`src/gst_pkg.sv`:
```
// constants and types shared by the gated sixteen-bit timer
package gst_pkg;

  // ----------------------------------------
  // register bus
  // ----------------------------------------
  localparam int            ADDR_W         = 3;
  localparam logic [2:0]    ADDR_CONTROL   = 3'h0;
  localparam logic [2:0]    ADDR_COUNT_LO  = 3'h1;
  localparam logic [2:0]    ADDR_COUNT_HI  = 3'h2;
  localparam logic [2:0]    ADDR_COMP_CTL  = 3'h3;
  localparam logic [2:0]    ADDR_FLAGS     = 3'h4;

  // ----------------------------------------
  // field positions and reset values
  // ----------------------------------------
  localparam int            GATE_SRC_BIT   = 1;
  localparam int            OVF_FLAG_BIT   = 0;
  localparam logic [7:0]    CONTROL_RST    = 8'h00;
  localparam logic [7:0]    BYTE_ZERO      = 8'h00;
  localparam logic [15:0]   COUNT_RST      = 16'h0000;
  localparam logic [15:0]   COUNT_MAX      = 16'hFFFF;
  localparam logic [15:0]   COUNT_ONE      = 16'h0001;

  // ----------------------------------------
  // timing: instruction clock is system clock / 4
  // ----------------------------------------
  localparam int            INSTR_DIV      = 4;
  localparam int            INSTR_W        = 2;
  localparam int            PRESC_W        = 3;

  // timer_control layout, bit 7 down to bit 0
  typedef struct packed {
    logic       gateInvert;
    logic       gateEnableCtl;
    logic [1:0] prescaleSelect;
    logic       lowPowerOscEnable;
    logic       extSyncBypass;
    logic       clockSourceSelect;
    logic       timerRun;
  } gst_ctl_t;

  // one register bus request
  typedef struct packed {
    logic [ADDR_W-1:0] addr;
    logic [7:0]        wdata;
    logic              wr;
    logic              rd;
  } gst_req_t;

endpackage

```
`src/gst_timer.sv`:
```
// gated sixteen-bit timer with prescaler, gate and register port
// Operation
// RL1: external source counts pin rising edges, else internal
// RL2: gate acts only with gate enable set
// RL3: gate source bit picks pin or comparator
// RL4: low count byte is its own register
// RL5: high count byte is its own register
// RL6: prescale 1/2/4/8, cleared by count write
// RL7: bypass bit counts external edges unsynchronised; code counts the two-flop synchronised pin, without the instruction tick
// RL8: FFFF rolls to 0000, sets overflow flag
// RL9: invert bit inverts gate of either source
// RL10: run gated by active gate; run clear stops
`timescale 1ns/1ns
module gst_timer (
  // clock and reset
  input  wire logic             clock,
  input  wire logic             rst_n,
  // register port
  input  wire gst_pkg::gst_req_t req,
  output logic      [7:0]       rdata,
  // pins and comparator
  input  wire logic             extCountClockPin,
  input  wire logic             gateInputPin,
  input  wire logic             comparatorTwoOutput,
  // status out
  output logic                  lowPowerOscEnable,
  output logic                  overflowFlag
);

  // ----------------------------------------
  // registers and synchronised inputs
  // ----------------------------------------
  gst_pkg::gst_ctl_t                 ctl_r;
  logic                              gateSrcSel_r;
  logic [15:0]                       count_r;
  logic                              ovf_r;
  logic [gst_pkg::INSTR_W-1:0]       instrCnt_r;
  logic [gst_pkg::PRESC_W-1:0]       presc_r;
  logic                              pinPrev_r;
  logic                              armed_r;
  logic                              pending_r;
  logic [2:0]                        pinsSync;
  logic                              extPin;
  logic                              gateSrc;
  logic                              gateActive;
  logic                              countEnable;
  logic                              instrTick;
  logic                              rise;
  logic                              srcTick;
  logic                              prescTick;
  logic                              inc;
  logic                              wrLo;
  logic                              wrHi;
  logic [gst_pkg::PRESC_W-1:0]       prescLast;

  gst_sync #(
    .WIDTH (3)
  ) pinSync (
    .clock  (clock),
    .rst_n  (rst_n),
    .async  ({extCountClockPin, gateInputPin, comparatorTwoOutput}),
    .synced (pinsSync)
  );

  assign extPin = pinsSync[2];
  assign wrLo   = req.wr && (req.addr == gst_pkg::ADDR_COUNT_LO);
  assign wrHi   = req.wr && (req.addr == gst_pkg::ADDR_COUNT_HI);

  // ----------------------------------------
  // gate
  // ----------------------------------------
  assign gateSrc     = gateSrcSel_r ? pinsSync[0] : pinsSync[1]; // RL3
  assign gateActive  = ctl_r.gateInvert ? gateSrc : !gateSrc; // RL9
  assign countEnable = ctl_r.timerRun && (!ctl_r.gateEnableCtl || gateActive); // RL2 RL10

  // ----------------------------------------
  // clock source
  // ----------------------------------------
  assign instrTick = (instrCnt_r == gst_pkg::INSTR_W'(gst_pkg::INSTR_DIV - 1));
  assign rise      = extPin && !pinPrev_r && armed_r;

  always_comb
  begin
    if (!ctl_r.clockSourceSelect)
      srcTick = instrTick; // RL1
    else if (ctl_r.extSyncBypass)
      srcTick = rise; // RL7
    else
      srcTick = instrTick && (pending_r || rise); // RL1
  end

  always_ff @(posedge clock or negedge rst_n)
  begin
    if (!rst_n)
      instrCnt_r <= '0;
    else
      instrCnt_r <= instrCnt_r + 1'b1;
  end

  // pin must be seen low after run or a count write before the first counted rise
  always_ff @(posedge clock or negedge rst_n)
  begin
    if (!rst_n)
    begin
      pinPrev_r <= 1'b0;
      armed_r   <= 1'b0;
      pending_r <= 1'b0;
    end
    else
    begin
      pinPrev_r <= extPin;
      if (wrLo || wrHi || !ctl_r.timerRun)
        armed_r <= 1'b0;
      else if (!extPin)
        armed_r <= 1'b1;
      if (instrTick || !ctl_r.clockSourceSelect || ctl_r.extSyncBypass)
        pending_r <= 1'b0;
      else if (rise)
        pending_r <= 1'b1;
    end
  end

  // ----------------------------------------
  // prescaler
  // ----------------------------------------
  assign prescLast = gst_pkg::PRESC_W'((1 << ctl_r.prescaleSelect) - 1);
  assign prescTick = srcTick && countEnable && (presc_r == prescLast);
  assign inc       = prescTick;

  always_ff @(posedge clock or negedge rst_n)
  begin
    if (!rst_n)
      presc_r <= '0;
    else if (wrLo || wrHi)
      presc_r <= '0; // RL6
    else if (prescTick)
      presc_r <= '0;
    else if (srcTick && countEnable)
      presc_r <= presc_r + 1'b1; // RL6
  end

  // ----------------------------------------
  // counter and overflow
  // ----------------------------------------
  always_ff @(posedge clock or negedge rst_n)
  begin
    if (!rst_n)
      count_r <= gst_pkg::COUNT_RST;
    else if (wrLo)
      count_r[7:0] <= req.wdata; // RL4
    else if (wrHi)
      count_r[15:8] <= req.wdata; // RL5
    else if (inc)
      count_r <= count_r + gst_pkg::COUNT_ONE; // RL8
  end

  always_ff @(posedge clock or negedge rst_n)
  begin
    if (!rst_n)
      ovf_r <= 1'b0;
    else if (inc && (count_r == gst_pkg::COUNT_MAX) && !wrLo && !wrHi)
      ovf_r <= 1'b1; // RL8
    else if (req.wr && (req.addr == gst_pkg::ADDR_FLAGS) && !req.wdata[gst_pkg::OVF_FLAG_BIT])
      ovf_r <= 1'b0;
  end

  // ----------------------------------------
  // control registers
  // ----------------------------------------
  always_ff @(posedge clock or negedge rst_n)
  begin
    if (!rst_n)
    begin
      ctl_r        <= gst_pkg::CONTROL_RST;
      gateSrcSel_r <= 1'b0;
    end
    else if (req.wr && (req.addr == gst_pkg::ADDR_CONTROL))
      ctl_r <= req.wdata;
    else if (req.wr && (req.addr == gst_pkg::ADDR_COMP_CTL))
      gateSrcSel_r <= req.wdata[gst_pkg::GATE_SRC_BIT]; // RL3
  end

  always_ff @(posedge clock or negedge rst_n)
  begin
    if (!rst_n)
      rdata <= gst_pkg::BYTE_ZERO;
    else if (!req.rd)
      rdata <= gst_pkg::BYTE_ZERO;
    else
    begin
      case (req.addr)
        gst_pkg::ADDR_CONTROL:  rdata <= ctl_r;
        gst_pkg::ADDR_COUNT_LO: rdata <= count_r[7:0]; // RL4
        gst_pkg::ADDR_COUNT_HI: rdata <= count_r[15:8]; // RL5
        gst_pkg::ADDR_COMP_CTL: rdata <= 8'(gateSrcSel_r) << gst_pkg::GATE_SRC_BIT;
        gst_pkg::ADDR_FLAGS:    rdata <= 8'(ovf_r) << gst_pkg::OVF_FLAG_BIT;
        default:                rdata <= gst_pkg::BYTE_ZERO;
      endcase
    end
  end

  assign lowPowerOscEnable = ctl_r.lowPowerOscEnable;
  assign overflowFlag      = ovf_r;

  // ----------------------------------------
  // checks
  // ----------------------------------------
  rollover_flag_a: assert property (@(posedge clock) disable iff (!rst_n) // RL8
    (inc && count_r == gst_pkg::COUNT_MAX && !wrLo && !wrHi)
      |=> (count_r == gst_pkg::COUNT_RST) && ovf_r)
    else $error("rollover did not clear count or set flag");

  stop_holds_a: assert property (@(posedge clock) disable iff (!rst_n) // RL10
    (!ctl_r.timerRun && !wrLo && !wrHi) |=> $stable(count_r))
    else $error("count moved while stopped");

  gate_blocks_a: assert property (@(posedge clock) disable iff (!rst_n) // RL2
    (ctl_r.gateEnableCtl && !gateActive) |-> !inc)
    else $error("count advanced with gate inactive");

  gate_ignored_a: assert property (@(posedge clock) disable iff (!rst_n) // RL2
    (ctl_r.timerRun && !ctl_r.gateEnableCtl) |-> countEnable)
    else $error("gate affected count while disabled");

  gate_invert_a: assert property (@(posedge clock) disable iff (!rst_n) // RL9
    gateActive == (gateSrc ~^ ctl_r.gateInvert))
    else $error("gate polarity wrong");

  gate_source_a: assert property (@(posedge clock) disable iff (!rst_n) // RL3
    gateSrcSel_r |-> (gateSrc == pinsSync[0]))
    else $error("comparator not used as gate");

  presc_clear_a: assert property (@(posedge clock) disable iff (!rst_n) // RL6
    (wrLo || wrHi) |=> (presc_r == '0))
    else $error("prescaler not cleared by count write");

  presc_ratio_a: assert property (@(posedge clock) disable iff (!rst_n) // RL6
    inc |-> (presc_r == prescLast))
    else $error("prescale ratio wrong");

  internal_src_a: assert property (@(posedge clock) disable iff (!rst_n) // RL1
    (!ctl_r.clockSourceSelect && inc) |-> instrTick)
    else $error("internal count off the instruction tick");

  low_read_a: assert property (@(posedge clock) disable iff (!rst_n) // RL4
    (req.rd && req.addr == gst_pkg::ADDR_COUNT_LO) |=> (rdata == $past(count_r[7:0])))
    else $error("low byte read wrong");

  high_read_a: assert property (@(posedge clock) disable iff (!rst_n) // RL5
    (req.rd && req.addr == gst_pkg::ADDR_COUNT_HI) |=> (rdata == $past(count_r[15:8])))
    else $error("high byte read wrong");

  async_edge_a: assert property (@(posedge clock) disable iff (!rst_n) // RL7
    (ctl_r.clockSourceSelect && ctl_r.extSyncBypass && inc) |-> rise)
    else $error("bypass count without pin edge");

endmodule

```
`src/gst_sync.sv`:
```
// two-flop synchroniser for pin inputs
`timescale 1ns/1ns
module gst_sync #(
  parameter int WIDTH = 1
) (
  // clock and reset
  input  wire logic             clock,
  input  wire logic             rst_n,
  // data
  input  wire logic [WIDTH-1:0] async,
  output logic      [WIDTH-1:0] synced
);

  logic [WIDTH-1:0] stage1_r;

  always_ff @(posedge clock or negedge rst_n)
  begin
    if (!rst_n)
    begin
      stage1_r <= '0;
      synced   <= '0;
    end
    else
    begin
      stage1_r <= async;
      synced   <= stage1_r;
    end
  end

endmodule

```
`config.mk`:
```
export PLATFORM = sky130hd
export DESIGN_NAME = gst_timer
export DESIGN_NICKNAME = d
export VERILOG_FILES = /design/src/gst_pkg.sv /design/src/gst_timer.sv /design/src/gst_sync.sv
export SDC_FILE = /design/constraint.sdc
export NUM_CORES = 1
export LEC_CHECK = 0
export ABC_CLOCK_PERIOD_IN_PS = 2400
export BUFFER_PORTS_ARGS = -buffer_cell sky130_fd_sc_hd__buf_2
export CAP_MARGIN = 5
export CORE_MARGIN = 2
export CORE_UTILIZATION = 35
export CTS_BUF_LIST = sky130_fd_sc_hd__clkbuf_8 sky130_fd_sc_hd__clkbuf_16
export DETAILED_ROUTE_END_ITERATION = 16
export PLACE_DENSITY = 0.57
export SYNTH_ARGS = -nofsm -noshare
export SYNTH_HDL_FRONTEND = slang
export SYNTH_SLANG_ARGS = --single-unit
```
`constraint.sdc`:
```
create_clock -name clock -period 2.4 [get_ports clock]
set_input_delay 0 -clock clock [delete_from_list [all_inputs] [get_ports clock]]
set_output_delay 0 -clock clock [all_outputs]
set_load 0.03 [all_outputs]
```
**Word-level counts from Yosys, hierarchy flattened**

Index checks and enable logic that the tools add are counted.
W data, S select, Z words.

- Bits in registers: 48
- Output and inout port bits: 10

- $add $sub $neg: 4
- Eq/ne operators: 9
- Shift-type cells: 1
- Muxes and demuxes: 19
- Bitwise logic cells: 2
- Reductions and logical operators: 38

Operator list:

| kind | count |
|---|---|
| $pmux W8 S5 | 1 |
| $mux W8 | 4 |
| $add A16 B1 Y16 const B | 1 |
| $eq A16 B16 Y1 const B | 1 |
| $mux W16 | 1 |
| $logic_and A1 B1 Y1 | 15 |
| $mux W1 | 10 |
| $mux W3 | 3 |
| $logic_not A1 Y1 | 8 |
| $reduce_bool A2 Y1 | 4 |
| $eq A3 B2 Y1 const B | 2 |
| $logic_or A1 B1 Y1 | 6 |
| $reduce_and A2 Y1 | 3 |
| $ne A2 B2 Y1 const B | 2 |
| $add A3 B1 Y3 const B | 1 |
| $eq A3 B1 Y1 const B | 1 |
| $eq A3 B3 Y1 | 1 |
| $eq A3 B3 Y1 const B | 1 |
| $logic_not A3 Y1 | 1 |
| $reduce_bool A3 Y1 | 1 |
| $shl A1 B2 Y3 const A | 1 |
| $sub A3 B2 Y3 const B | 1 |
| $add A2 B1 Y2 const B | 1 |
| $eq A2 B2 Y1 const B | 1 |
| $not A1 Y1 | 2 |

**Depth between registers and ports, before layout**

- Depth in word-level cells: 13
- Mapped depth: 9

**Modules after synthesis**

Synthesis repeated with hierarchy kept, for this count alone.

- Cells, all modules: 231
- Area, all modules: 2,417.3 um^2

Modules (own cells, without submodules):

| module | instances | cells an instance | area each (um^2) |
|---|---|---|---|
| gst_timer | 1 | 225 | 2,267.2 |
| gst_sync | 1 | 6 | 150.1 |

**Worst setup path after synthesis**

OpenSTA, ideal clock, no wires.

- Path type: register to register
- Start: register ctl_r[2] in the netlist's numbering
- End: register count_r[4]
- Arrival: 1.724 ns
- Required time: 2.331 ns
- Setup slack: 0.607 ns
- Stages on the path, launching flop included: 8
- Path buffers: 1
- Clock period less this slack: 1.793 ns
- Cell sequence: dfrtp_1 -> nand2b_4 -> a311oi_2 -> o21ai_1 -> buf_6 -> nand2b_4 -> or4_1 -> nand3_1

- Cells in the longest elaborated chain, start to end: 6

RTL lines:

| what | RTL line | text |
|---|---|---|
| start: declaration | gst_timer.sv:33 | `gst_pkg::gst_ctl_t ctl_r;` |
| start signal: assignment | gst_timer.sv:174 | `ctl_r <= gst_pkg::CONTROL_RST;` |
| start signal: assignment | gst_timer.sv:178 | `ctl_r <= req.wdata;` |
| $mux W1 | gst_timer.sv:86 | `else if (ctl_r.extSyncBypass)` |
| $mux W1 | gst_timer.sv:84 | `if (!ctl_r.clockSourceSelect)` |
| $logic_and A1 B1 Y1 (2 in series) | gst_timer.sv:127 | `assign prescTick = srcTick && countEnable && (presc_r == prescLast);` |
| $reduce_bool A2 Y1 (no source line) | n/a |  |
| $reduce_and A2 Y1 (no source line) | n/a |  |
| end signal: assignment | gst_timer.sv:148 | `count_r <= gst_pkg::COUNT_RST;` |
| end signal: assignment | gst_timer.sv:150 | `count_r[7:0] <= req.wdata;` |
| end signal: assignment | gst_timer.sv:154 | `count_r <= count_r + gst_pkg::COUNT_ONE;` |
| end: declaration | gst_timer.sv:35 | `logic [15:0] count_r;` |

Every way passes these cells.
A chain may end at the register's enable or synchronous reset.

**Worst setup path after layout**

- Start: register ctl_r[2] in the netlist's numbering
- End: register count_r[1]

The elaborated chain is that of the path after synthesis.

==> results.md <==
Clocking:
- The maximum buffer depth of the clock tree is 2.
- The insertion delay to the later sink of the worst-skew pair is 300 ps.
- The H-tree level count is 2.
- In this run, post-CTS repair resized a total of 0 instances.
- The buffer count from post-CTS setup fixing is 0.
- TritonCTS built the clock tree.
- The clock sink count is 48.
- The number of clock buffers added by TritonCTS is 5.
- The clock slew seen by the registers of the worst setup and hold paths is 90 ps.
- The tree is rooted in a sky130_fd_sc_hd__clkbuf_8.

Synth:
- The mapped netlist covers 2460 um2.
- Synthesis produced a netlist whose cell count is 240.
- Counting every net in the synthesized netlist gives 261.
- After synthesis, the share of flip-flops with an asynchronous set or reset is 100%.
- The number of unique standard cell types used by synthesis is 51.
- The count of state elements after synthesis is 48.
- The number of enable-type register cells in the synthesized netlist is 0.
- In this run the mean area of a mapped cell was 10.3 um2.
- The Yosys step of the flow raised 0 warnings.
- The sequential element share of the synthesized area is 48.8%.
- The dominant register cell in the synthesized netlist is sky130_fd_sc_hd__dfrtp_1.

GRT:
- The total overflow reported by the global router is 0.
- The initial antenna violation count was 0.
- For this run, the total global-route usage over all layers was measured as 17.3%.
- The first global-routing pass estimated 10.2 mm of wire.
- The via count of the first global-routing pass is 2035.
- The maximum number of pins on one net before global-route repair is 30.

STA:
- For the pin with the worst max-slew slack, the measured transition is 629 ps.
- Subtracting the final worst setup slack from the clock period gives 2020 ps.
- The remaining max-slew budget at the tightest pin is 57.9%.
- The final count of pins violating max slew is 0.
- The maximum clock skew at final layout is 9.58 ps.
- Setup violations remaining at the end of the flow were counted as 0.
- After layout, the worst path uses 84.3% of the clock period.
- Setup repair after global routing left no endpoint under its margin.
- The fmax is 0.495 GHz.
- The hold violation total from the final report is 0.
- After routing, the total negative slack on setup checks comes to 0 ps.

Worst hold path:
- The hold path startpoint is req[4].
- The worst hold path depth is 3.
- The worst hold path endpoint is count_r[2]$_DFFE_PN0P_.
- The classification of the worst-slack hold path is input pin to flip-flop.

Setup path:
- Along the worst path, the maximum fanout reaches 14.
- The internal reg-to-reg setup slack is 380 ps.
- The kind of end point of the critical path is a flip-flop.
- The endpoint identified for the worst register-to-register timing path is count_r[1]$_DFFE_PN0P_.
- For the worst setup path, the data required time is 2600 ps.
- The signal arrival time at the worst endpoint is 2220 ps.
- The start-to-end type of the worst setup path is flip-flop to flip-flop.
- The worst setup path is launched from a flip-flop.
- For the worst flop-to-flop path, the logic depth is 6.
- The worst register-to-register path begins at ctl_r[2]$_DFFE_PN0P_.

Route:
- Detailed routing inserted a total of 2025 vias.
- The first routing iteration left 164 violations.
- The total length of routed wires is 6.29 mm.
- The count of unresolved DRC violations after routing is 0.
- The first detailed-routing pass took 4 iterations.
- After detailed routing, the number of vias per cell comes to 5.33.
- The wire length per cell after detailed routing is 16.6 um.
- The count of nets left with antenna violations once routing finished came out at 0.

Power:
- The ratio of total power to cell area is 732 nW/um2.
- The switching power is 0.731 mW.
- VDD sags by at most 0.000253 V.
- In this run the static leakage power is 1.32 nW.
- Sequential cells account for 52.2% of the total power.
- The switching power share of the total is 34.0%.
- The completed layout was analyzed and its total power is 2.15 mW.
- Cell internal power was estimated by the tool at 1.42 mW.
- The clock network power share is 23.6%.
- Of the total power, combinational logic draws 24.2%.

Die:
- The die covers 7720 um2.
- The vertical die dimension is 87.9 um.
- The initial utilization of the core area, before any placement, comes to 36.2%.
- The total I/O pin count is 28.
- Row generation in the floorplan step produced 30 rows.
- The horizontal die dimension is 87.9 um.
- The core box area is 6790 um2.

Job:
- Max-cap violations in this run came to 0.

Status:
- The flow ran to the end, and the final reports show no timing, DRC or antenna violations.

Layout:
- The post-layout net count is 304.
- From synthesis to final layout, the design area changed by 19.4%.
- Counting the fill cells in the layout gives 671.
- 0 antenna diodes ended up in the layout.
- The combined flip-flop and latch cell area is 1200 um2.
- The post-route netlist has 20.8% of its cells at a drive strength greater than 1.
- Summing all multi-input logic gate instances after layout gives 1180 um2.

Placement:
- Input and output buffers added on the ports amount to 27.
- The congestion estimate from routability-driven global placement came to 0.877.
- The wire-length estimate of the detail-placed layout is 4.43 mm.
-- logic make-up after synthesis --
kind of cell	count (synthesis)	synth area share (%)
xor+xnor	2	0.712
flops	48	48.8
buf+inv	17	3.05
mux	16	7.37
simple gates	98	22.2
fa+ha+maj	3	1.53
compound gates	56	16.4
-- registers in the layout, indices dropped and copies added, names as in the netlist --
| signal | flops |
|---|---|
| armed_r | 1 |
| count_r | 16 |
| ctl_r | 7 |
| gateSrcSel_r | 1 |
| instrCnt_r | 2 |
| lowPowerOscEnable | 1 |
| overflowFlag | 1 |
| pending_r | 1 |
| pinPrev_r | 1 |
| pinSync.stage1_r | 3 |
| pinSync.synced | 3 |
| presc_r | 3 |
| rdata | 8 |
-- layer usage --
| layer | vias up | track usage, % | wire, um |
|---|---|---|---|
| met5 | - | 0 | 0 |
| met4 | 0 | 4.48 | 17 |
| met3 | 2 | 3.20 | 223 |
| met2 | 42 | 28.6 | 2990 |
| met1 | 999 | 23.4 | 3060 |
| li1 | 982 | - | - |
-- worst max-delay path: stages (launching register included) --
cell and delay [ps]:
sky130_fd_sc_hd__dfrtp_1 430, sky130_fd_sc_hd__nand2b_4 160, sky130_fd_sc_hd__a311oi_2 250, sky130_fd_sc_hd__o21ai_1 110, sky130_fd_sc_hd__and2b_1 470, sky130_fd_sc_hd__o21ai_0 190
sky130_fd_sc_hd__a221o_1 320
-- layout make-up --
cell class	instances	area share, %
Clock buffer	6	2.81
Multi-Input combinational cell	175	40.3
Inverter	6	0.767
Clock inverter	2	0.383
Timing Repair Buffer	47	10.7
Tap cell	96	4.09
Sequential cell	48	40.9
-- cells in the final DEF (no fill, tap or decap), drive strengths merged, types with 5 or more instances in the layout --
cell / instances
and3: 8
a311oi: 10
and2: 5
a21oi: 9
buf: 35
o22ai: 8
nand2: 16
nand3: 10
dlygate4sd3: 12
dfrtp: 48
mux2i: 8
nor3: 8
mux2: 7
o21ai: 8
clkbuf: 6
inv: 7
nor2: 28
-- Yosys cell counts, types with 2 or more instances --
cell type / n / share of area, %
sky130_fd_sc_hd__o22ai_1: 8 / 2.0
sky130_fd_sc_hd__nand3b_1: 3 / 0.92
sky130_fd_sc_hd__and3_1: 8 / 2.0
sky130_fd_sc_hd__nand3_1: 9 / 1.8
sky130_fd_sc_hd__o21ai_0: 6 / 1.2
sky130_fd_sc_hd__o21ai_1: 2 / 0.41
sky130_fd_sc_hd__mux2_2: 7 / 3.2
sky130_fd_sc_hd__ha_1: 3 / 1.5
sky130_fd_sc_hd__nor4b_2: 2 / 1.2
sky130_fd_sc_hd__and2_1: 5 / 1.3
sky130_fd_sc_hd__inv_1: 6 / 0.92
sky130_fd_sc_hd__and4_1: 3 / 1.1
sky130_fd_sc_hd__a211oi_1: 3 / 0.92
sky130_fd_sc_hd__mux2i_1: 8 / 3.3
sky130_fd_sc_hd__nor2_1: 28 / 4.3
sky130_fd_sc_hd__nand4_1: 2 / 0.51
sky130_fd_sc_hd__nor2b_1: 3 / 0.76
sky130_fd_sc_hd__buf_2: 3 / 0.61
sky130_fd_sc_hd__nand2b_4: 2 / 1.1
sky130_fd_sc_hd__nor3_1: 8 / 1.6
sky130_fd_sc_hd__o211ai_1: 2 / 0.61
sky130_fd_sc_hd__a311oi_1: 9 / 3.2
sky130_fd_sc_hd__a22oi_1: 4 / 1.2
sky130_fd_sc_hd__clkbuf_1: 6 / 0.92
sky130_fd_sc_hd__dfrtp_1: 48 / 49
sky130_fd_sc_hd__a221o_1: 3 / 1.2
sky130_fd_sc_hd__a21o_1: 2 / 0.61
sky130_fd_sc_hd__a21oi_1: 9 / 1.8
sky130_fd_sc_hd__nand2_1: 16 / 2.4
-- timing repair --
item | 4_1_cts | 5_1_grt
endpoints found under the hold margin | 32 | 0
endpoints found under the setup margin | 0 | 0
hold buffers | 12 | 0
-- metrics by stage --
stage	hold slack, ps	util [%]	cells	setup slack (ps)	area, um2
floorplan	-296	-	240	607	2460
finish	18.8	43.2	380	378	2940
detailed placement	-18.1	40.1	360	366	2720
CTS	14.5	43.2	380	371	2940
global route	16.1	43.2	380	218	2940
global placement	-22.1	40.1	360	426	2720
-- power groups by stage --
stage,Clock [mW],Combinational [mW],Sequential [mW]
2_1_floorplan,0,0.347,1.11
6_report,0.507,0.521,1.12
4_1_cts,0.515,0.522,1.12
3_3_place_gp,0,0.496,1.13
5_1_grt,0.549,0.583,1.15
3_5_place_dp,0,0.506,1.13
-- worst max-delay path by stage --
stage	startpoint	endpoint	slack [ps]
global placement	ctl_r[2]$_DFFE_PN0P_	count_r[1]$_DFFE_PN0P_	430
global route	ctl_r[5]$_DFFE_PN0P_	count_r[1]$_DFFE_PN0P_	220
floorplan	ctl_r[2]$_DFFE_PN0P_	count_r[4]$_DFFE_PN0P_	610
CTS	ctl_r[2]$_DFFE_PN0P_	count_r[1]$_DFFE_PN0P_	370
detailed placement	ctl_r[2]$_DFFE_PN0P_	count_r[1]$_DFFE_PN0P_	370
finish	ctl_r[2]$_DFFE_PN0P_	count_r[1]$_DFFE_PN0P_	380
No activity file was read; power rests on OpenSTA's default activity.
